`src/hw/lawwd_pkg.sv`:
```
// package: timing constants, state encoding and carrier types of the load aware watchdog
package lawwd_pkg;

    localparam int CLK_PERIOD_NS = 10;

    // times in their natural units
    localparam int TRIG_TIMEOUT_MS = 96;
    localparam int PULSE_LOW_MS = 8;
    localparam int IGNORE_MS = 16;
    localparam int FILT_MIN_US = 100;
    localparam int FILT_MAX_US = 500;

    // cycle counts derived from the clock rate
    localparam int TRIG_TIMEOUT_CYC = TRIG_TIMEOUT_MS * 1000000 / CLK_PERIOD_NS;
    localparam int PULSE_LOW_CYC = PULSE_LOW_MS * 1000000 / CLK_PERIOD_NS;
    localparam int IGNORE_CYC = IGNORE_MS * 1000000 / CLK_PERIOD_NS;
    localparam int FILT_MIN_CYC = (FILT_MIN_US * 1000 + CLK_PERIOD_NS - 1) / CLK_PERIOD_NS;
    localparam int FILT_MAX_CYC = FILT_MAX_US * 1000 / CLK_PERIOD_NS;
    // filter settles midway between least and longest time
    localparam int FILT_DEF_CYC = (FILT_MIN_CYC + FILT_MAX_CYC) / 2;

    localparam int CNT_W = 24;
    localparam logic [CNT_W-1:0] CNT_RST = 24'h000000;

    typedef enum logic [3:0] {
        LAWWD_IGNORE = 4'h1,
        LAWWD_WAIT   = 4'h2,
        LAWWD_PULSE  = 4'h4,
        LAWWD_OFF    = 4'h8
    } lawwd_state_t;

    // synchronised comparator indications
    typedef struct packed {
        logic low_current;
        logic pin_disable_level;
    } lawwd_ind_t;

endpackage : lawwd_pkg

```
`src/hw/lawwd_filter.sv`:
```
// persistence filter: output follows input once it has held for a count of cycles
`timescale 1ns/1ps
module lawwd_filter #(
    parameter int FILT_CYC = lawwd_pkg::FILT_DEF_CYC
) (
    input wire logic clk,
    input wire logic resetn,
    input wire logic raw,
    output logic filt
);
    import lawwd_pkg::*;

    logic [CNT_W-1:0] cnt_r, cnt_nxt;
    logic filt_r, filt_nxt;

    always_comb begin
        cnt_nxt = CNT_RST;
        filt_nxt = filt_r;
        if (raw != filt_r) begin
            if (cnt_r >= CNT_W'(FILT_CYC - 1)) begin
                filt_nxt = raw;
            end else begin
                cnt_nxt = cnt_r + 24'h000001;
            end
        end
    end

    always_ff @(posedge clk or negedge resetn) begin
        if (!resetn) begin
            cnt_r <= CNT_RST;
            filt_r <= 1'b0;
        end else begin
            cnt_r <= cnt_nxt;
            filt_r <= filt_nxt;
        end
    end

    assign filt = filt_r;

endmodule : lawwd_filter

```
`src/hw/lawwd_top.sv`:
```
// load aware timeout watchdog: trigger supervision, filtered deactivation, output pulse
// Overview of operation
// one fixed trigger timeout of 96 ms for the controller to trigger.
// persistent low current makes the watchdog inactive, no timeout pulse.
// low current shorter than the least filter time leaves state unchanged.
// return to active needs high current persisting through the same filter.
// a missed trigger drives the active low output low.
// deactivated while waiting with output high, output stays high.
// deactivated in a pulse for long, pulse completes then output goes high.
// deactivated in a pulse for short, output stays low throughout.
// deactivated during ignore window after pulse, output stays high.
// leaving inactive runs an ignore window, then a fresh timeout.
// persisting disable level on trigger pin deactivates the watchdog.
// disable level ending reactivates with ignore window, same output cases.
// controller uses disable level only outside normal operation.
// a falling edge on the trigger input services the watchdog.
// current filter accepts no change before 100 us, completes by 500 us.
// timeout low pulse is 8 ms long.
// ignore window is 16 ms long.
// edges in ignore window are ignored; internal counter timebase used.
`timescale 1ns/1ps
module lawwd_top #(
    parameter int TRIG_CYC = lawwd_pkg::TRIG_TIMEOUT_CYC,
    parameter int PULSE_CYC = lawwd_pkg::PULSE_LOW_CYC,
    parameter int IGN_CYC = lawwd_pkg::IGNORE_CYC,
    parameter int FILT_CYC = lawwd_pkg::FILT_DEF_CYC
) (
    input wire logic clk,
    input wire logic resetn,
    input wire logic trigger_input,
    input wire lawwd_pkg::lawwd_ind_t ind,
    output logic supervisor_output_n,
    output logic wd_active
);
    import lawwd_pkg::*;

    // counter has reached the last cycle of a span
    function automatic logic lawwd_done(input logic [CNT_W-1:0] cnt, input int lim);
        return cnt >= CNT_W'(lim - 1);
    endfunction : lawwd_done

    // ------------------------------------------------------------
    // deactivation filters
    // ------------------------------------------------------------
    logic low_cur_f, dis_f, inactive;

    lawwd_filter #(.FILT_CYC(FILT_CYC)) u_cur_filt (
        .clk(clk),
        .resetn(resetn),
        .raw(ind.low_current),
        .filt(low_cur_f)
    );

    lawwd_filter #(.FILT_CYC(FILT_CYC)) u_dis_filt (
        .clk(clk),
        .resetn(resetn),
        .raw(ind.pin_disable_level),
        .filt(dis_f)
    );

    assign inactive = low_cur_f | dis_f;

    // ------------------------------------------------------------
    // trigger edge
    // ------------------------------------------------------------
    logic trig_d_r, trig_d_nxt, fall;

    always_comb begin
        trig_d_nxt = trigger_input;
    end

    always_ff @(posedge clk or negedge resetn) begin
        if (!resetn) begin
            trig_d_r <= 1'b1;
        end else begin
            trig_d_r <= trig_d_nxt;
        end
    end

    // disable level reads as neither high nor low, so no edge while it stands
    assign fall = trig_d_r & ~trigger_input & ~ind.pin_disable_level;

    // ------------------------------------------------------------
    // main state machine
    // ------------------------------------------------------------
    lawwd_state_t state_r, state_nxt;
    logic [CNT_W-1:0] cnt_r, cnt_nxt;
    logic [CNT_W-1:0] pls_r, pls_nxt;
    logic out_r, out_nxt;
    logic act_r, act_nxt;

    always_comb begin
        state_nxt = state_r;
        cnt_nxt = cnt_r + 24'h000001;
        pls_nxt = pls_r;
        out_nxt = out_r;
        act_nxt = ~inactive;
        case (state_r)
            LAWWD_IGNORE: begin
                out_nxt = 1'b1;
                if (inactive) begin
                    state_nxt = LAWWD_OFF;
                    cnt_nxt = CNT_RST;
                end else if (lawwd_done(cnt_r, IGN_CYC)) begin
                    state_nxt = LAWWD_WAIT;
                    cnt_nxt = CNT_RST;
                end
            end
            LAWWD_WAIT: begin
                out_nxt = 1'b1;
                if (inactive) begin
                    state_nxt = LAWWD_OFF;
                    cnt_nxt = CNT_RST;
                end else if (fall) begin
                    cnt_nxt = CNT_RST;
                end else if (lawwd_done(cnt_r, TRIG_CYC)) begin
                    state_nxt = LAWWD_PULSE;
                    out_nxt = 1'b0;
                    cnt_nxt = CNT_RST;
                    pls_nxt = CNT_RST;
                end
            end
            LAWWD_PULSE: begin
                pls_nxt = pls_r + 24'h000001;
                if (lawwd_done(pls_r, PULSE_CYC)) begin
                    out_nxt = 1'b1;
                    pls_nxt = pls_r;
                    if (inactive) begin
                        state_nxt = LAWWD_OFF;
                    end else begin
                        state_nxt = LAWWD_IGNORE;
                    end
                    cnt_nxt = CNT_RST;
                end else if (inactive) begin
                    out_nxt = 1'b0;
                end
            end
            LAWWD_OFF: begin
                cnt_nxt = CNT_RST;
                out_nxt = 1'b1;
                if (!inactive) begin
                    state_nxt = LAWWD_IGNORE;
                end
            end
            default: begin
                state_nxt = LAWWD_IGNORE;
                cnt_nxt = CNT_RST;
                out_nxt = 1'b1;
            end
        endcase
    end

    always_ff @(posedge clk or negedge resetn) begin
        if (!resetn) begin
            state_r <= LAWWD_IGNORE;
            cnt_r <= CNT_RST;
            pls_r <= CNT_RST;
            out_r <= 1'b1;
            act_r <= 1'b0;
        end else begin
            state_r <= state_nxt;
            cnt_r <= cnt_nxt;
            pls_r <= pls_nxt;
            out_r <= out_nxt;
            act_r <= act_nxt;
        end
    end

    assign supervisor_output_n = out_r;
    assign wd_active = act_r;

    // ------------------------------------------------------------
    // persistence counters for the filter checks
    // ------------------------------------------------------------
    logic [CNT_W-1:0] cur_run_r, cur_run_nxt;
    logic [CNT_W-1:0] cur_quiet_r, cur_quiet_nxt;

    always_comb begin
        cur_run_nxt = CNT_RST;
        cur_quiet_nxt = CNT_RST;
        if (ind.low_current) begin
            cur_run_nxt = (&cur_run_r) ? cur_run_r : cur_run_r + 24'h000001;
        end else begin
            cur_quiet_nxt = (&cur_quiet_r) ? cur_quiet_r : cur_quiet_r + 24'h000001;
        end
    end

    always_ff @(posedge clk or negedge resetn) begin
        if (!resetn) begin
            cur_run_r <= CNT_RST;
            cur_quiet_r <= CNT_RST;
        end else begin
            cur_run_r <= cur_run_nxt;
            cur_quiet_r <= cur_quiet_nxt;
        end
    end
endmodule : lawwd_top

```
`config.mk`:
```
export PLATFORM = sky130hd
export DESIGN_NAME = lawwd_top
export DESIGN_NICKNAME = d
export VERILOG_FILES = /design/src/hw/lawwd_pkg.sv /design/src/hw/lawwd_filter.sv /design/src/hw/lawwd_top.sv
export SDC_FILE = /design/constraint.sdc
export NUM_CORES = 1
export LEC_CHECK = 0
export ABC_CLOCK_PERIOD_IN_PS = 3700
export BUFFER_PORTS_ARGS = -buffer_cell sky130_fd_sc_hd__buf_4
export CAP_MARGIN = 40
export CORE_MARGIN = 3
export CORE_UTILIZATION = 28
export CTS_BUF_LIST = sky130_fd_sc_hd__clkbuf_4 sky130_fd_sc_hd__clkbuf_8 sky130_fd_sc_hd__clkbuf_16
export DETAILED_ROUTE_END_ITERATION = 8
export PLACE_DENSITY = 0.42
export SLEW_MARGIN = 20
export SYNTH_ARGS = -nofsm -noshare
export SYNTH_HDL_FRONTEND = slang
export SYNTH_HIERARCHICAL = 1
export SYNTH_SLANG_ARGS = --single-unit
export TNS_END_PERCENT = 100
```
`constraint.sdc`:
```
create_clock -name clk -period 3.7 [get_ports clk]
set_input_delay 0.37 -clock clk [delete_from_list [all_inputs] [get_ports clk]]
set_output_delay 0.37 -clock clk [all_outputs]
set_load 0.005 [all_outputs]
```
# After elaboration in Yosys (flattened, before gate mapping)
# Index checks and enable logic that the tools add are counted.
[op_classes]
n_reduce_logical = 5
magnitude_cmp = 5
muxes = 31
n_addsub = 4
bitwise = 6
eq_ne = 16
[op_table]
columns = ["cell", "count"]
rows = [
  ["$mux W24", 14],
  ["$add A24 B1 Y24 const B", 4],
  ["$pmux W24 S3", 1],
  ["$ge A24 B15 Y1 const B", 2],
  ["$pmux W24 S2", 1],
  ["$mux W4", 8],
  ["$ge A24 B20 Y1 const B", 1],
  ["$ge A24 B21 Y1 const B", 1],
  ["$ge A24 B24 Y1 const B", 1],
  ["$pmux W4 S4", 1],
  ["$ne A2 B2 Y1 const B", 6],
  ["$ne A3 B3 Y1 const B", 4],
  ["$reduce_and A5 Y1", 2],
  ["$mux W1", 5],
  ["$eq A4 B1 Y1 const B", 1],
  ["$eq A4 B2 Y1 const B", 1],
  ["$eq A4 B3 Y1 const B", 1],
  ["$eq A4 B4 Y1 const B", 1],
  ["$reduce_and A2 Y1", 2],
  ["$not A1 Y1", 3],
  ["$and A1 B1 Y1", 2],
  ["$ne A1 B1 Y1", 2],
  ["$pmux W1 S2", 1],
  ["$reduce_bool A2 Y1", 1],
  ["$or A1 B1 Y1", 1],
]
[word_totals]
inputBits = 5
ff_bits = 105
elab_cells = 77

# Logic depth before layout (Yosys ltp)
[logic_depth]
word_depth = 6
ltp_mapped = 9

# Cells and area by module
# The synthesis kept the hierarchy.
[by_module_without_submodules]
columns = ["module", "cells_each", "area_each_um2", "n_inst", "seq_area_each_um2"]
rows = [
  ["lawwd_top", 318, 2921.6, 1, 1380.1],
  ["lawwd_filter", 98, 1054.8, 2, 625.6],
]

# Least setup slack after synthesis
# OpenSTA, ideal clock, no wires.
[synth_timing]
kind = "register to register"
start = "reg pls_r[14]"
end = "reg pls_r[19]"
slack_ns = 1.425
path_stages_with_launch = 10
t_arrival_ns = 2.157
synth_period_minus_slack_ns = 2.275
path_cell_list = "dfrtp_1 -> buf_6 -> or4_1 -> or4_1 -> o211ai_2 -> nor2_1 -> o21ai_2 -> buf_4 -> nor3_1 -> o21a_1"
[synth_via]
elab_chain_len = 3
word_cells_on_any_way = 6
cone_classes = "add/sub: 1; order compare: 1; eq/ne: 1; mux: 2; reduce/logical: 1"
[synth_lines]
columns = ["element", "line", "source"]
rows = [
  ["start, declared", "lawwd_top.sv:88", "logic [CNT_W-1:0] pls_r, pls_nxt;"],
  ["start signal, assigned", "lawwd_top.sv:163", "pls_r <= pls_nxt;"],
  ["$add A24 B1 Y24 / $ge A24 B20 Y1 (equally long branches)", "lawwd_top.sv:124, lawwd_top.sv:39", ""],
  ["$mux W24 / $ne A2 B2 Y1 (equally long branches)", "--", ""],
  ["$pmux W24 S2 / $reduce_and A5 Y1 (equally long branches)", "--", ""],
]
# Several ways; a longest one is shown, not always the timed one. The select of a mux whose other input is x is not followed.
# A chain may end at the register's enable or synchronous reset.

==> results.txt <==
status: finished, final reports clean
final setup TNS: 0 ps
final WL: 9900 um
Worst Setup Start Kind: register
Die Area: 19600 um^2
clock sink count: 105
layout overhead on the synthesized area: 13.5%
Post-Syn Instances: 514
CTS root buffer: clkbuf_16
initial antenna violation count: 0
Max Clock Freq: 338 MHz
# H-tree levels: 3
GRT Resource Usage Total: 10.7%
Slew headroom: 43.8%
Worst Tran Pin Value: 837 ps
I/O Buffers: 6
Syn. warnings: 6
Critical-path top delay cell: or4_1
Cell Area, Placed: 5380 um^2
CP Capture Type: register
finished layout cell area: 5710 um^2
DRT antenna net count: 0
core area: 17400 um^2
DR iter-0 viols: 174
post-synthesis register bit count: 105
largest net degree at the start of global routing: 42
number of top-level pins: 7
Tcrit/Tclk final: 80.0%
die height: 140 um
wire per inst: 12.9 um
DRC errors left: 0
Clk Latency, worst-skew pair: 350 ps
cts bufs inserted: 9
Placer Congestion: 0.785
via count: 3562
initial core utilization: 28.9%
RSZ-0062 raised after global routing: false
minimum clock period: 2960 ps
DP Wirelength: 6720 um
Final Hold Viols: 0
CP arrival: 3160 ps
EDFF count, synth: 0
CP cell instances: or4_1, or4_1, o211ai_2, or2_2, nand2_1, a21oi_4, nor2_1
Mean Syn Cell Area: 9.79 um^2
CP Class: register to register
max-cap violation count: 0
Via density: 4.63
final worst setup slack: 741 ps
PD cells: 416 nW/um^2
share of layout cells above drive strength 1: 8.27%
most used cell, CP: or4_1
Clock Skews: 9.76 ps
vias in the first global route: 3469
Synth async-reset ratio: 100%
sequential area share after synthesis: 52.3%
Setup Slack @ Placement: 723 ps
WHS: 143 ps
Mapped Area: 5030 um^2
WP data required: 3910 ps
TritonCTS clock tree: done
Fillers: 1810
Distinct cells, synth: 51
die width: 140 um
peak supply drop: 0.258 mV
final core utilization: 32.8%
Critical Path Max Stage Delay: 560 ps
Top delay family on crit path: simple AND/OR/NAND/NOR gates
crit-path max FO: 24
fin nets: 549
post-CTS setup buffer count: 0
Hold Crit Class: input port to register
leakage power: 0.00231 uW
Antenna diodes: 0
Final Max Slew Viols: 0
Congestion Overflow GR: 0
Core Rows: 48
Synth Flop Type: dfrtp_1
final setup fails: 0
Critical path buffers and inverters: 0
PostCTS Resize Cnt: 0
Pre-antenna DRT Iters: 4
clk buf depth: 2
first-pass GRT wire length: 17200 um
Clock Pin Slew Worst Setup and Hold Paths: 70 ps
final timing paths:
kind | startpoint | end | slack, ps | depth (start not counted)
hold / removal | trigger_input | trig_d_r$_DFF_PN1_ | 140 | 1
setup reg to reg | pls_r[14]$_DFFE_PN0P_ | cnt_r[14]$_DFF_PN0_ | 740 | 7
min in group asynchronous | resetn | u_cur_filt/cnt_r[5]$_DFF_PN0_ | 520 | 2
max in group asynchronous | resetn | u_cur_filt/cnt_r[12]$_DFF_PN0_ | 2360 | 4
setup / recovery | pls_r[14]$_DFFE_PN0P_ | cnt_r[14]$_DFF_PN0_ | 740 | 7
hold reg to reg | pls_r[22]$_DFFE_PN0P_ | pls_r[22]$_DFFE_PN0P_ | 480 | 1
layer usage:
layer / wire length, um / up-vias / track usage (%) / part of all wire, %
li1: - / 1826 / - / -
met1: 5030 / 1694 / 14.6 / 51
met2: 4500 / 37 / 16.5 / 45
met3: 284 / 5 / 3.58 / 2.9
met4: 91 / 0 / 2.45 / 0.92
met5: 0 / - / 0 / 0
cell families after synthesis:
logic type                 Yosys count  share of synthesized area (%)
AOI/OAI and AO/OA                   67                           8.53
xor gates and xnor gates            48                           8.36
adders and majority gates            4                          0.995
buffers and inverters               30                           3.01
DFF                                105                           52.3
muxes                                5                           1.14
other                                2                          0.149
and+or+nand+nor                    253                           25.5
per-stage QoR:
step / total power (uW) / instances
finish: 2380 / 769
floorplan: 1330 / 530
global route: 2500 / 769
detailed placement: 1370 / 753
global placement: 1370 / 752
CTS: 2430 / 769
where the power goes:
group	total [uW]	switching, uW	internal [uW]
Combinational	141	90.6	50.9
Clock	1030	420	607
Sequential	1210	27.2	1180
state kept, by name, indices dropped and copies added (netlist names):
| signal | cells |
|---|---|
| supervisor_output_n | 1 |
| u_cur_filt/cnt_r | 24 |
| u_cur_filt/filt | 1 |
| u_dis_filt/filt | 1 |
| cnt_r | 24 |
| trig_d_r | 1 |
| pls_r | 24 |
| state_r | 4 |
| u_dis_filt/cnt_r | 24 |
| wd_active | 1 |
synth_stat cells (4+ instances only):
| cell | n | area share (%) |
|---|---|---|
| o31ai_1 | 7 | 1.0 |
| ha_1 | 4 | 0.99 |
| dfrtp_1 | 102 | 51 |
| and2_1 | 6 | 0.75 |
| nor4_1 | 16 | 2.0 |
| o21ai_0 | 27 | 2.7 |
| nand4_1 | 14 | 1.7 |
| nand2_1 | 39 | 2.9 |
| nand3_1 | 22 | 2.2 |
| nand2b_1 | 7 | 0.87 |
| or2_2 | 6 | 0.75 |
| nor3_1 | 20 | 2.0 |
| or4_1 | 5 | 0.75 |
| nand3_2 | 4 | 0.80 |
| and3_1 | 7 | 0.87 |
| nor2_1 | 83 | 6.2 |
| or3_1 | 6 | 0.75 |
| xnor2_1 | 32 | 5.6 |
| a21oi_1 | 10 | 0.99 |
| inv_1 | 18 | 1.3 |
| nor2b_1 | 4 | 0.50 |
| buf_2 | 4 | 0.40 |
| a31oi_1 | 8 | 0.99 |
| and4_1 | 4 | 0.70 |
| xor2_1 | 16 | 2.8 |
what timing repair did:
item / in CTS / in global routing
endpoints found under the setup margin: 0 / 0
endpoints found under the hold margin: 18 / 0
hold buffers: 1 / 0
cells in the final DEF (no fill, tap or decap), types with 3 or more instances in the layout:
cell       count
nand3_1       22
inv_1         18
nand3_2        4
and4_1         4
xnor2_1       32
nand2b_1       7
and3_1         7
a31oi_1        8
conb_1        18
a21oi_1       10
dfrtp_1      102
nor3_1        20
or3_1          6
o21ai_0       27
nor2_1        83
nor4_1        16
nor2b_1        4
ha_1           4
buf_4          9
a211o_1        3
o31ai_1        7
nand4_1       14
xor2_1        16
and2_1         6
nand4b_1       3
dfstp_2        3
nand2_1       39
clkbuf_16      9
or2_2          6
or4_1          5
area by class of cell:
type / count / area (um^2) / share of cell area [%]
clock buffers: 11 / 240 / 4.21
clock inverters: 4 / 76.3 / 1.34
multi-input cells: 395 / 2310 / 40.4
well taps: 225 / 282 / 4.93
flip-flops and latches: 105 / 2630 / 46.1
repair buffers: 11 / 105 / 1.84
inverters: 18 / 67.6 / 1.18
No activity file was read; power rests on OpenSTA's default activity.
